### src/rtl/tlf_regs.svh
// What the document requires
// frame type 0x23 is a TLS transmit request
// body order: type,id,addr,dport,sport,profile,options,payload
// profile byte is zero-based TLS profile index
// echo id in status; id 0 suppresses it
// source port zero: reuse match or open new
// nonzero source port: exact match or error
// option bit 1 set closes TCP socket after send
// option bit 1 ignored for UDP
// host keeps reserved option bits zero
// payload at most 1500 bytes
// AT command 0x08 answered by frame 0x88
// host accepts several responses per command
// echo id in response; id 0 sends none
// response carries two-character command name
// status codes: 0 ok, 1 error, 2, 3
// parameter only on query, omitted on set
// host pairs responses by echoed id
// transmit status frame 0x89, id, status
// out-of-range profile fails via transmit status
`ifndef TLF_REGS_SVH
`define TLF_REGS_SVH
`define TLF_TYPE_TLS 8'h23
`define TLF_TYPE_AT 8'h08
`define TLF_TYPE_ATR 8'h88
`define TLF_TYPE_TXS 8'h89
`define TLF_ST_OK 8'h00
`define TLF_ST_TOOLONG 8'h74
`define TLF_ST_BADTLS 8'h86
`define TLF_AT_ERR 8'h01
`define TLF_AT_MAXST 8'h03
`define TLF_MAX_PAY 11'h5dc
`define TLF_HDR_LAST 11'h009
`define TLF_OPT_CLOSE 1
`define TLF_OFF_CTRL 6'h00
`define TLF_OFF_PROF 6'h04
`define TLF_OFF_STS 6'h08
`define TLF_OFF_MASK 6'h0c
`define TLF_OFF_LAST 6'h10
`define TLF_OFF_CNT 6'h14
`define TLF_RST_CTRL 1'h0
`define TLF_RST_PROF 8'h03
`define TLF_RST_MASK 3'h0
`endif

### src/rtl/tlf_pkg.sv
package tlf_pkg;
  typedef struct packed {
    logic [7:0] id;
    logic [31:0] dst_addr;
    logic [15:0] dst_port;
    logic [15:0] src_port;
    logic [7:0] profile;
    logic reuse_ok;
    logic close_after;
  } tlf_req_t;
  typedef struct packed {
    logic [7:0] data;
    logic last;
    logic abort;
  } tlf_pay_t;
  typedef struct packed {
    logic [7:0] id;
    logic [15:0] cmd;
    logic [7:0] param;
    logic has_param;
  } tlf_at_req_t;
  typedef struct packed {
    logic [7:0] status;
    logic [7:0] param;
    logic has_param;
    logic final_rsp;
  } tlf_at_rsp_t;
  typedef enum logic [3:0] {
    S_IDLE, S_ID, S_HDR, S_REQ, S_PAY, S_SKIP, S_WAIT, S_SEND,
    S_ATH, S_ATREQ, S_ATWAIT, S_DROP
  } tlf_state_t;
endpackage

### src/rtl/tlf_framer.sv
`timescale 1ns/10ps
`include "tlf_regs.svh"
module tlf_framer (
  input wire logic clock_in,
  input wire logic rst_in,
  input wire logic rx_valid_in,
  input wire logic [7:0] rx_data_in,
  input wire logic rx_last_in,
  output logic rx_ready_out,
  output logic tx_valid_out,
  output logic [7:0] tx_data_out,
  output logic tx_last_out,
  input wire logic tx_ready_in,
  output logic sock_req_valid_out,
  output tlf_pkg::tlf_req_t sock_req_out,
  input wire logic sock_req_ready_in,
  output logic pay_valid_out,
  output tlf_pkg::tlf_pay_t pay_out,
  input wire logic pay_ready_in,
  input wire logic sock_done_in,
  input wire logic [7:0] sock_status_in,
  output logic at_req_valid_out,
  output tlf_pkg::tlf_at_req_t at_req_out,
  input wire logic at_req_ready_in,
  input wire logic at_rsp_valid_in,
  input wire tlf_pkg::tlf_at_rsp_t at_rsp_in,
  output logic at_rsp_ready_out,
  input wire logic [5:0] s_axi_awaddr,
  input wire logic s_axi_awvalid,
  output logic s_axi_awready,
  input wire logic [31:0] s_axi_wdata,
  input wire logic [3:0] s_axi_wstrb,
  input wire logic s_axi_wvalid,
  output logic s_axi_wready,
  output logic [1:0] s_axi_bresp,
  output logic s_axi_bvalid,
  input wire logic s_axi_bready,
  input wire logic [5:0] s_axi_araddr,
  input wire logic s_axi_arvalid,
  output logic s_axi_arready,
  output logic [31:0] s_axi_rdata,
  output logic [1:0] s_axi_rresp,
  output logic s_axi_rvalid,
  input wire logic s_axi_rready,
  output logic irq_out
);
  import tlf_pkg::*;

  function automatic logic [7:0] f_at_status(input logic [7:0] s);
    f_at_status = (s > `TLF_AT_MAXST) ? `TLF_AT_ERR : s;
  endfunction

  // --------------------------------------------------------------
  // register bus
  // --------------------------------------------------------------
  tlf_state_t st_q, st_d;
  logic [10:0] cnt_q, cnt_d;
  logic [71:0] hdr_q, hdr_d;
  logic [79:0] hdr_n;
  tlf_req_t req_q, req_d;
  tlf_at_req_t at_q, at_d;
  logic [47:0] ob_q, ob_d;
  logic [2:0] olen_q, olen_d;
  logic more_q, more_d, nopay_q, nopay_d, pv_q, pv_d;
  logic [7:0] code_q, code_d;
  tlf_pay_t pay_q, pay_d;
  logic rx_fire, tx_fire;
  logic aw_q, aw_d, w_q, w_d, b_q, b_d, r_q, r_d;
  logic ws_q, ws_d;
  logic [5:0] awa_q, awa_d;
  logic [31:0] wd_q, wd_d, rd_q, rd_d;
  logic [1:0] bresp_q, bresp_d, rresp_q, rresp_d;
  logic udp_q, udp_d;
  logic [7:0] prof_q, prof_d;
  logic [2:0] sts_q, sts_d, mask_q, mask_d, ev;
  logic [15:0] last_q, last_d, cnt_tls_q, cnt_tls_d;
  logic wfire;
  logic [7:0] last_code;
  logic last_load;

  assign s_axi_awready = !aw_q && !b_q;
  assign s_axi_wready = !w_q && !b_q;
  assign s_axi_bvalid = b_q;
  assign s_axi_bresp = bresp_q;
  assign s_axi_arready = !r_q;
  assign s_axi_rvalid = r_q;
  assign s_axi_rdata = rd_q;
  assign s_axi_rresp = rresp_q;
  assign wfire = aw_q && w_q && !b_q;
  assign irq_out = |(sts_q & mask_q);

  always_comb begin
    aw_d = aw_q;
    w_d = w_q;
    b_d = b_q;
    r_d = r_q;
    awa_d = awa_q;
    wd_d = wd_q;
    ws_d = ws_q;
    rd_d = rd_q;
    bresp_d = bresp_q;
    rresp_d = rresp_q;
    udp_d = udp_q;
    prof_d = prof_q;
    mask_d = mask_q;
    sts_d = sts_q;
    last_d = last_load ? {req_q.id, last_code} : last_q;
    cnt_tls_d = cnt_tls_q;
    if (st_q == S_IDLE && rx_valid_in && rx_data_in == `TLF_TYPE_TLS) begin
      cnt_tls_d = cnt_tls_q + 16'h0001;
    end
    if (s_axi_awvalid && s_axi_awready) begin
      aw_d = 1'b1;
      awa_d = s_axi_awaddr;
    end
    if (s_axi_wvalid && s_axi_wready) begin
      w_d = 1'b1;
      wd_d = s_axi_wdata;
      ws_d = s_axi_wstrb[0];
    end
    if (wfire) begin
      aw_d = 1'b0;
      w_d = 1'b0;
      b_d = 1'b1;
      bresp_d = 2'h0;
      case (awa_q)
        `TLF_OFF_CTRL: if (ws_q) udp_d = wd_q[0];
        `TLF_OFF_PROF: if (ws_q) prof_d = wd_q[7:0];
        `TLF_OFF_STS: if (ws_q) sts_d = sts_q & ~wd_q[2:0];
        `TLF_OFF_MASK: if (ws_q) mask_d = wd_q[2:0];
        `TLF_OFF_LAST, `TLF_OFF_CNT: bresp_d = 2'h0;
        default: bresp_d = 2'h2;
      endcase
    end
    // set wins over clear
    sts_d = sts_d | ev;
    if (b_q && s_axi_bready) b_d = 1'b0;
    if (s_axi_arvalid && s_axi_arready) begin
      r_d = 1'b1;
      rresp_d = 2'h0;
      case (s_axi_araddr)
        `TLF_OFF_CTRL: rd_d = {31'h0, udp_q};
        `TLF_OFF_PROF: rd_d = {24'h0, prof_q};
        `TLF_OFF_STS: rd_d = {29'h0, sts_q};
        `TLF_OFF_MASK: rd_d = {29'h0, mask_q};
        `TLF_OFF_LAST: rd_d = {16'h0, last_q};
        `TLF_OFF_CNT: rd_d = {16'h0, cnt_tls_q};
        default: begin
          rd_d = 32'h0;
          rresp_d = 2'h2;
        end
      endcase
    end else if (r_q && s_axi_rready) begin
      r_d = 1'b0;
    end
  end

  always_ff @(posedge clock_in) begin
    if (rst_in) begin
      aw_q <= 1'b0;
      w_q <= 1'b0;
      b_q <= 1'b0;
      r_q <= 1'b0;
      awa_q <= 6'h0;
      wd_q <= 32'h0;
      ws_q <= 1'b0;
      rd_q <= 32'h0;
      bresp_q <= 2'h0;
      rresp_q <= 2'h0;
      udp_q <= `TLF_RST_CTRL;
      prof_q <= `TLF_RST_PROF;
      sts_q <= 3'h0;
      mask_q <= `TLF_RST_MASK;
      last_q <= 16'h0;
      cnt_tls_q <= 16'h0;
    end else begin
      aw_q <= aw_d;
      w_q <= w_d;
      b_q <= b_d;
      r_q <= r_d;
      awa_q <= awa_d;
      wd_q <= wd_d;
      ws_q <= ws_d;
      rd_q <= rd_d;
      bresp_q <= bresp_d;
      rresp_q <= rresp_d;
      udp_q <= udp_d;
      prof_q <= prof_d;
      sts_q <= sts_d;
      mask_q <= mask_d;
      last_q <= last_d;
      cnt_tls_q <= cnt_tls_d;
    end
  end

  // --------------------------------------------------------------
  // framer
  // --------------------------------------------------------------

  assign hdr_n = {hdr_q, rx_data_in};
  assign rx_fire = rx_valid_in && rx_ready_out;
  assign tx_fire = tx_valid_out && tx_ready_in;
  assign tx_valid_out = st_q == S_SEND;
  assign tx_data_out = ob_q[47:40];
  assign tx_last_out = olen_q == 3'h1;
  assign sock_req_valid_out = st_q == S_REQ;
  assign sock_req_out = req_q;
  assign pay_valid_out = pv_q;
  assign pay_out = pay_q;
  assign at_req_valid_out = st_q == S_ATREQ;
  assign at_req_out = at_q;
  assign at_rsp_ready_out = st_q == S_ATWAIT;

  always_comb begin
    case (st_q)
      S_IDLE, S_ID, S_HDR, S_SKIP, S_ATH, S_DROP: rx_ready_out = 1'b1;
      S_PAY: rx_ready_out = !pv_q || pay_ready_in;
      default: rx_ready_out = 1'b0;
    endcase
  end

  always_comb begin
    st_d = st_q;
    cnt_d = cnt_q;
    hdr_d = hdr_q;
    req_d = req_q;
    at_d = at_q;
    ob_d = ob_q;
    olen_d = olen_q;
    more_d = more_q;
    nopay_d = nopay_q;
    code_d = code_q;
    pay_d = pay_q;
    pv_d = pv_q && !pay_ready_in;
    ev = 3'h0;
    last_load = 1'b0;
    last_code = code_q;
    case (st_q)
      S_IDLE: if (rx_fire && !rx_last_in) begin
        if (rx_data_in == `TLF_TYPE_TLS) st_d = S_ID;
        else if (rx_data_in == `TLF_TYPE_AT) st_d = S_ATH;
        else st_d = S_DROP;
        cnt_d = 11'h0;
      end
      S_ID: if (rx_fire) begin
        req_d.id = rx_data_in;
        at_d.id = rx_data_in;
        st_d = rx_last_in ? S_IDLE : (st_q == S_ID ? S_HDR : S_IDLE);
      end
      S_HDR: if (rx_fire) begin
        hdr_d = hdr_n[71:0];
        cnt_d = cnt_q + 11'h001;
        if (cnt_q == `TLF_HDR_LAST) begin

          req_d.dst_addr = hdr_n[79:48];
          req_d.dst_port = hdr_n[47:32];
          req_d.src_port = hdr_n[31:16];
          req_d.profile = hdr_n[15:8];
          req_d.reuse_ok = hdr_n[31:16] == 16'h0;
          req_d.close_after = hdr_n[`TLF_OPT_CLOSE] && !udp_q;
          nopay_d = rx_last_in;
          cnt_d = 11'h0;
          if (hdr_n[15:8] >= prof_q) begin
            code_d = `TLF_ST_BADTLS;
            st_d = rx_last_in ? S_SEND : S_SKIP;
          end else begin
            st_d = S_REQ;
          end
        end else if (rx_last_in) begin
          st_d = S_IDLE;
        end
      end
      S_REQ: if (sock_req_ready_in) st_d = nopay_q ? S_WAIT : S_PAY;
      S_PAY: if (rx_fire) begin
        pv_d = 1'b1;
        cnt_d = cnt_q + 11'h001;
        if (cnt_q == `TLF_MAX_PAY) begin
          pay_d = '{data: rx_data_in, last: 1'b1, abort: 1'b1};
          code_d = `TLF_ST_TOOLONG;
          st_d = rx_last_in ? S_SEND : S_SKIP;
        end else begin
          pay_d = '{data: rx_data_in, last: rx_last_in, abort: 1'b0};
          if (rx_last_in) st_d = S_WAIT;
        end
      end
      S_SKIP: if (rx_fire && rx_last_in) st_d = S_SEND;
      S_WAIT: if (sock_done_in) begin
        code_d = sock_status_in;
        st_d = S_SEND;
      end
      S_ATH: if (rx_fire) begin
        cnt_d = cnt_q + 11'h001;
        case (cnt_q)
          11'h000: at_d.id = rx_data_in;
          11'h001: at_d.cmd[15:8] = rx_data_in;
          11'h002: begin
            at_d.cmd[7:0] = rx_data_in;
            at_d.has_param = 1'b0;
          end
          11'h003: begin
            at_d.param = rx_data_in;
            at_d.has_param = 1'b1;
          end
          default: cnt_d = cnt_q;
        endcase
        if (rx_last_in) st_d = cnt_q >= 11'h002 ? S_ATREQ : S_IDLE;
      end
      S_ATREQ: if (at_req_ready_in) st_d = S_ATWAIT;
      S_ATWAIT: if (at_rsp_valid_in) begin
        ev[1] = 1'b1;
        more_d = !at_rsp_in.final_rsp;
        if (at_q.id != 8'h0) begin

          ob_d = {`TLF_TYPE_ATR, at_q.id, at_q.cmd,
                  f_at_status(at_rsp_in.status), at_rsp_in.param};
          olen_d = at_rsp_in.has_param ? 3'h6 : 3'h5;
          st_d = S_SEND;
        end else if (at_rsp_in.final_rsp) begin
          st_d = S_IDLE;
        end
      end
      S_SEND: if (tx_fire) begin
        ob_d = {ob_q[39:0], 8'h0};
        olen_d = olen_q - 3'h1;
        if (olen_q == 3'h1) st_d = more_q ? S_ATWAIT : S_IDLE;
      end
      S_DROP: if (rx_fire && rx_last_in) st_d = S_IDLE;
      default: st_d = S_IDLE;
    endcase
    // tls outcome: load status frame or drop it for id zero
    if (st_d == S_SEND && st_q != S_SEND && st_q != S_ATWAIT) begin
      ev[0] = 1'b1;
      ev[2] = code_d != `TLF_ST_OK;
      last_load = 1'b1;
      last_code = code_d;
      more_d = 1'b0;
      ob_d = {`TLF_TYPE_TXS, req_q.id, code_d, 24'h0};
      olen_d = 3'h3;
      if (req_q.id == 8'h0) st_d = S_IDLE;
    end
  end

  always_ff @(posedge clock_in) begin
    if (rst_in) begin
      st_q <= S_IDLE;
      cnt_q <= 11'h0;
      hdr_q <= 72'h0;
      req_q <= '0;
      at_q <= '0;
      ob_q <= 48'h0;
      olen_q <= 3'h0;
      more_q <= 1'b0;
      nopay_q <= 1'b0;
      code_q <= 8'h0;
      pay_q <= '0;
      pv_q <= 1'b0;
    end else begin
      st_q <= st_d;
      cnt_q <= cnt_d;
      hdr_q <= hdr_d;
      req_q <= req_d;
      at_q <= at_d;
      ob_q <= ob_d;
      olen_q <= olen_d;
      more_q <= more_d;
      nopay_q <= nopay_d;
      code_q <= code_d;
      pay_q <= pay_d;
      pv_q <= pv_d;
    end
  end

  // --------------------------------------------------------------
  // checks
  // --------------------------------------------------------------
  property p_tls_type;
    @(posedge clock_in) disable iff (rst_in)
    st_q == S_IDLE && rx_fire && !rx_last_in && rx_data_in == 8'h23 |=> st_q == S_ID;
  endproperty
  a_tls_type: assert property (p_tls_type) else $error("tls type missed");
  property p_udp;
    @(posedge clock_in) disable iff (rst_in)
    sock_req_valid_out && udp_q |-> !sock_req_out.close_after;
  endproperty
  a_udp: assert property (p_udp) else $error("close set for udp");
  property p_reuse;
    @(posedge clock_in) disable iff (rst_in)
    sock_req_valid_out |-> sock_req_out.reuse_ok == (sock_req_out.src_port == 16'h0);
  endproperty
  a_reuse: assert property (p_reuse) else $error("reuse flag wrong");
  property p_prof;
    @(posedge clock_in) disable iff (rst_in)
    sock_req_valid_out |-> sock_req_out.profile < prof_q;
  endproperty
  a_prof: assert property (p_prof) else $error("bad profile issued");
  property p_pay_max;
    @(posedge clock_in) disable iff (rst_in)
    pay_valid_out && !pay_out.abort |-> cnt_q <= 11'h5dc;
  endproperty
  a_pay_max: assert property (p_pay_max) else $error("payload too long");
  property p_id0;
    @(posedge clock_in) disable iff (rst_in)
    st_q == S_WAIT && sock_done_in && req_q.id == 8'h0 |=> st_q == S_IDLE;
  endproperty
  a_id0: assert property (p_id0) else $error("status sent for id 0");
  property p_txs;
    @(posedge clock_in) disable iff (rst_in)
    st_q == S_WAIT && sock_done_in && req_q.id != 8'h0 |=>
      st_q == S_SEND && ob_q[47:24] == {8'h89, req_q.id, $past(sock_status_in)};
  endproperty
  a_txs: assert property (p_txs) else $error("bad tx status frame");
  property p_atr;
    @(posedge clock_in) disable iff (rst_in)
    at_rsp_valid_in && at_rsp_ready_out && at_q.id != 8'h0 |=>
      ob_q[47:16] == {8'h88, at_q.id, at_q.cmd} && ob_q[15:8] <= 8'h03 &&
      olen_q == ($past(at_rsp_in.has_param) ? 3'h6 : 3'h5);
  endproperty
  a_atr: assert property (p_atr) else $error("bad at response");
  property p_sticky;
    @(posedge clock_in) disable iff (rst_in)
    !wfire |=> (sts_q & $past(sts_q)) == $past(sts_q);
  endproperty
  a_sticky: assert property (p_sticky) else $error("status bit lost");
endmodule

### config.mk
export PLATFORM = sky130hd
export DESIGN_NAME = tlf_framer
export DESIGN_NICKNAME = d
export VERILOG_FILES = /design/src/rtl/tlf_pkg.sv /design/src/rtl/tlf_framer.sv
export VERILOG_INCLUDE_DIRS = /design/src /design/src/rtl
export SDC_FILE = /design/constraint.sdc
export NUM_CORES = 1
export LEC_CHECK = 0
export BUFFER_PORTS_ARGS = -buffer_cell sky130_fd_sc_hd__buf_4
export CORE_MARGIN = 2
export CORE_UTILIZATION = 30
export CTS_CLUSTER_SIZE = 10
export DETAILED_ROUTE_END_ITERATION = 8
export HOLD_SLACK_MARGIN = 0.06
export PLACE_DENSITY = 0.55
export RECOVER_POWER = 25
export REMOVE_ABC_BUFFERS = 1
export SLEW_MARGIN = 20
export SYNTH_ARGS = -nofsm -noshare
export SYNTH_HDL_FRONTEND = slang
export SYNTH_SLANG_ARGS = --single-unit
### constraint.sdc
create_clock -name clock_in -period 4 [get_ports clock_in]
set_input_delay 0.6 -clock clock_in [delete_from_list [all_inputs] [get_ports clock_in]]
set_output_delay 0.6 -clock clock_in [all_outputs]
set_load 0.01 [all_outputs]
# Yosys cells after proc, flatten, opt, wreduce, memory -nomap -nowiden
# Index checks and enable logic that the tools add are counted.
# Widths: inputs -> output; s select.
[totals] regBits=376 out_inout_bits=182
[op_classes] addsub=3 n_lt_le_gt_ge=3 n_eq_ne=45 muxes=82 bitwise_logic=4 reduce_logical=67
[ops] operator="$mux 48" n=4
[ops] operator="$mux 8" n=13
[ops] operator="$mux 4" n=25
[ops] operator="$pmux 16 s6" n=1
[ops] operator="$pmux 48 s2" n=1
[ops] operator="$mux 11" n=6
[ops] operator="$pmux 4 s12" n=1
[ops] operator="$pmux 11 s4" n=1
[ops] operator="$mux 33" n=1
[ops] operator="$eq 6x4->1 const B" n=4
[ops] operator="$eq 6x5->1 const B" n=4
[ops] operator="$pmux 8 s3" n=1
[ops] operator="$reduce_and 3->1" n=8
[ops] operator="$eq 11x2->1 const B" n=2
[ops] operator="$mux 3" n=7
[ops] operator="$eq 4x3->1 const B" n=5
[ops] operator="$logic_and 1x1->1" n=19
[ops] operator="$mux 2" n=9
[ops] operator="$reduce_or 6->1" n=3
[ops] operator="$add 16x1->16 const B" n=1
[ops] operator="$eq 4x4->1 const B" n=4
[ops] operator="$logic_not 16->1" n=1
[ops] operator="$pmux 8 s2" n=1
[ops] operator="$reduce_bool 8->1" n=2
[ops] operator="41 further kinds" n=80

# Longest topological paths before layout
[depth] depth_word=12 mapped_depth=13

# Worst setup path after synthesis
# OpenSTA, ideal clock, no wires.
[synth_timing] path_type="register to register" startpoint="reg hdr_q[0]" endpoint="reg ob_q[36]" setup_ps=128 arrival_ps=2772 slack_ps=1099 stages_incl_launch_ff=13 synth_period_minus_slack_ps=2901 path_cell_list="dfxtp_1 -> inv_1 -> ha_1 -> nand2b_1 -> a2111oi_0 -> o211ai_1 -> a32oi_1 -> o211ai_1 -> a2111o_1 -> buf_4 -> nand2_1 -> buf_4 -> o32ai_2"
[synth_between] elab_chain_len=10 word_cells_on_any_way=14
[synth_rtl] item="start: declaration" line="tlf_framer.sv:58" text="logic [71:0] hdr_q, hdr_d;"
[synth_rtl] item="start signal: assignment" line="tlf_framer.sv:360" text="hdr_q <= hdr_d;"
[synth_rtl] item="$ge 8x8->1 *" line="tlf_framer.sv:263" text="if (hdr_n[15:8] >= prof_q) begin"
[synth_rtl] item="$mux 3 *" line="tlf_framer.sv:263"
[synth_rtl] item="$mux 4 *" line="tlf_framer.sv:253" text="if (cnt_q == `TLF_HDR_LAST) begin"
[synth_rtl] item="$mux 4 *" line="tlf_framer.sv:250" text="S_HDR: if (rx_fire) begin"
[synth_rtl] item="$pmux 4 s12 *" line="tlf_framer.sv:238" text="case (st_q)"
[synth_rtl] item="$eq 4x3->1 *" line="tlf_framer.sv:331" text="if (st_d == S_SEND && st_q != S_SEND && st_q != S_ATWAIT) begin"
[synth_rtl] item="$logic_and 1x1->1 * (2 in a row)" line="tlf_framer.sv:331"
[synth_rtl] item="$ne 3x1->1 (no source line) (tied with other cells)"
[synth_rtl] item="$reduce_and 4->1 (no source line)"
[synth_rtl] item="end: declaration" line="tlf_framer.sv:62" text="logic [47:0] ob_q, ob_d;"
# Every way passes the cells marked *; elsewhere a longest branch is shown, timed or not.
# A chain may end at the register's enable or synchronous reset.

# Final worst setup path
[layout_timing] startpoint="reg st_q[2]" endpoint="out tx_valid_out"
[layout_between] elab_chain_len=1
[layout_rtl] item="start: declaration" line="tlf_framer.sv:56" text="tlf_state_t st_q, st_d;"
[layout_rtl] item="start signal: assignment" line="tlf_framer.sv:358" text="st_q <= st_d;"
[layout_rtl] item="$eq 4x3->1" line="tlf_framer.sv:203" text="assign tx_valid_out = st_q == S_SEND;"
[layout_rtl] item="end: declaration" line="tlf_framer.sv:10" text="output logic tx_valid_out,"
# Every way passes these cells.

==> impl_metrics.toml <==
[sta]
finalSetupTns_ns = 0
setup_viol = 0
max_freq_mhz = 281
rsz0062_at_grt = "no"
clock_skew_ns = 0.0220
worst_slack_ns = 0.445
finalHoldViolCount = 0
slew_headroom_pct = -43.1
timing.final.crit_period_ns = 3.56
fin_crit_sh_pct = 88.9
tightest_slew_ns = 2.15
finalMaxSlewViolations = 181

[critical_path]
timing.critical_path.from = "st_q[2]"
crit_fanout = 26
end_kind = "output port"
path_cells = "nor2b_1 > nand3_1 > inv_2 > buf_4 > buf_4 > buf_4"
reg2reg_slack_ns = 0.57
arrival_ns = 2.96
crit_type = "register to output port"
slowest_stage = "dfxtp_1"
crit_buf_inv = 4
slowest_delay_ns = 0.67
path_common_cell = "buf_4"
required_ns = 3.40
cp_top_family = "buffers and inverters"
timing.rr.start = "st_q[2]"
start_kind = "register"

[global_route]
grt_pass1_wl_microns = 71900
grt-ovfl-total = 0
grt_max_degree = 181
antenna_found_initial = 2
grt_pass1_vias = 12800
grt_usage_pct = 17.2

[synth]
yosysWarnings = 0
ys_seq_elements = 358
post_synth.cell_area_avg_sq_um = 8.18
synth_area_sq_um = 15000
async_flop_share_pct = 0
postSynthCellCount = 1840
ys.flop_type = "dfxtp_1"
synth.yosys.seq_area_share_pct = 47.6
yosysUniqueCellTypes = 75
synth_edf_count = 0

[clock_network]
root_buffer = "clkbuf_16"
cts_tree = "yes"
postCtsSetupRepairBufs = 0
clkLatencyLatePin_ns = 0.57
hold_buffers = 0
htreeDepth = 2
cts_resized = 0
cts_buffers = 43
cts_sinks = 358
clk_pin_slew_worst_paths_ns = 0.06
clockBufferDepth = 3

[hold_path]
min_from = "s_axi_rready"
hp-class = "input pin to register"

[routing]
first_pass_iters = 5
drc = 0
wl_microns = 46100
routedWlPerCell_microns = 17.1
drt_iter0_drc = 924
ant_nets = 0
num_vias = 13400
viasPerCell = 4.96

[run]
drv_cap = 1

[placed_design]
portBuffers = 233
place_congestion = 0.882
place_hpwl_microns = 30900
place_ws_ns = 0.594

[layout]
synthToLayoutAreaGrowth_pct = 19.8
drive_above_1_share_pct = 12.3
fillers = 5380
register_area_sq_um = 7170
multiInputGateArea_sq_um = 7110
nets = 2123

[floorplanning]
fp.dieW_microns = 228
die_height_microns = 228
die_area_sq_um = 52000
rows = 82
fp.coreArea_sq_um = 49900
initial_utilization_pct = 30.2
ios = 279

[power]
p_int_mw = 5.94
clkPwrFrac_pct = 43.4
swShare_pct = 26.1
power_frac_comb_pct = 10.2
p_per_area_nw_per_um2 = 446
max-vdd-ir-drop_v = 0.000236
p_sw_mw = 2.10
p_leak_nw = 6.50
p_seq_share_pct = 46.4

[run_status]
violations = "capacitance limit, slew limit"
outcome = "finished with violations"
worst reg2reg max path, delay by kind of cell, from the launching register on:
family / cells / cell delay, ns
DFF: 1 / 0.67
AOI/OAI and AO/OA: 2 / 0.69
buffers and inverters: 4 / 1.04
and+or+nand+nor: 3 / 0.90
cells in the mapped netlist, types with 3 or more instances:
cell        n  area, sq um
a22oi_1    18          135
buf_1      11         41.3
xnor2_1     4         35.0
buf_4      31          233
nand3_1    56          280
clkbuf_1  101          379
a21o_1      3         22.5
o31ai_1     5         37.5
dfxtp_1   358         7170
and2_1     24          150
nand2b_1    6         37.5
nor3_2      4         40.0
mux2i_1    61          611
o211ai_1    4         30.0
nor2_1    148          556
nor3_1     43          215
nor2b_1    12         75.1
a221oi_1   22          193
buf_2      13         65.1
o32ai_2    10          163
inv_1      26         97.6
xor2_1     19          166
a311oi_1   12          105
a31oi_1     9         56.3
nand4_1    14         87.6
o21a_1      4         30.0
a211oi_1    6         45.0
o32ai_1     6         52.6
and3_1     10         62.6
nand4b_1    3         26.3
o21ai_0    33          165
ha_1       15          188
nor4_1     13         81.3
nand2_1   435         1630
inv_2       3         11.3
nor3b_2     3         37.5
a21oi_1   239         1200
or3_1       6         37.5
cell type report:
class / count / share of cell area [%]
repair buffers: 267 / 8.84
inverters: 29 / 0.604
multi-input cells: 1312 / 39.4
flip-flops and latches: 358 / 39.8
well taps: 672 / 4.66
clock buffers: 54 / 6.48
clock inverters: 5 / 0.201
diodes: 2 / 0.0278
final timing paths:
kind / to / cells past startpoint
worst max-delay path: tx_valid_out / 6
worst min-delay path: s_axi_rvalid / 2
worst max register to register: olen_q[1] / 9
worst min register to register: sock_req_out[3] / 2
power groups by stage:
stage          sequential [mW]  clock [mW]  combinational [mW]
5_1_grt                   3.74        3.74               0.890
4_1_cts                   3.73        3.61               0.824
3_5_place_dp              3.81           0               0.821
6_report                  3.73        3.49               0.817
2_1_floorplan             3.79           0               0.434
3_3_place_gp              3.80           0               0.810
cells in the final DEF, fill, tap and decap left out, types with 9 or more instances in the layout:
| cell type | instances |
|---|---|
| a21oi_1 | 238 |
| a221oi_1 | 22 |
| a22oi_1 | 18 |
| a311oi_1 | 12 |
| a31oi_1 | 9 |
| and2_1 | 23 |
| and3_1 | 10 |
| buf_4 | 151 |
| clkbuf_1 | 119 |
| clkbuf_16 | 43 |
| conb_1 | 18 |
| dfxtp_1 | 358 |
| ha_1 | 15 |
| inv_1 | 26 |
| mux2i_1 | 61 |
| nand2_1 | 434 |
| nand3_1 | 56 |
| nand4_1 | 14 |
| nor2_1 | 148 |
| nor2b_1 | 12 |
| nor3_1 | 43 |
| nor4_1 | 13 |
| o21ai_0 | 33 |
| o32ai_2 | 10 |
| xor2_1 | 19 |
cells by family after synthesis:
kind of cell	synth area share, %
AO/OA/AOI/OAI	16.3
XOR/XNOR	1.34
adder cells (fa/ha/maj)	1.25
buffers and inverters	5.65
flip-flops	47.6
multiplexers	4.21
other	0.0249
AND/OR/NAND/NOR	23.6
routing by layer:
layer	GRT usage, %	wire length, microns
met5	0	14
met4	7.03	1470
met3	3.71	2750
met2	27.2	20700
met1	22.6	21100
through the flow:
stage	cells	hold slack (ns)	area (sq um)	power [mW]	util (%)
2_1_floorplan	1699	0.426	14400	4.22	-
3_3_place_gp	2638	0.438	17300	4.62	34.6
3_5_place_dp	2638	0.443	17300	4.63	34.6
4_1_cts	2697	0.189	18500	8.16	37.0
5_1_grt	2698	0.208	18000	8.37	36.1
6_report	2699	0.222	18000	8.04	36.1
sequential cells by signal, summed over array words and instances (netlist names), 3 cells and up:
signal / count
sock_req_out: 82
hdr_q: 72
ob_q: 48
at_req_out: 33
cnt_tls_q: 16
last_q: 16
s_axi_rdata: 16
cnt_q: 11
pay_out: 10
code_q: 8
prof_q: 8
wd_q: 8
awa_q: 6
st_q: 4
mask_q: 3
olen_q: 3
sts_q: 3
No activity file was read; power rests on OpenSTA's default activity.
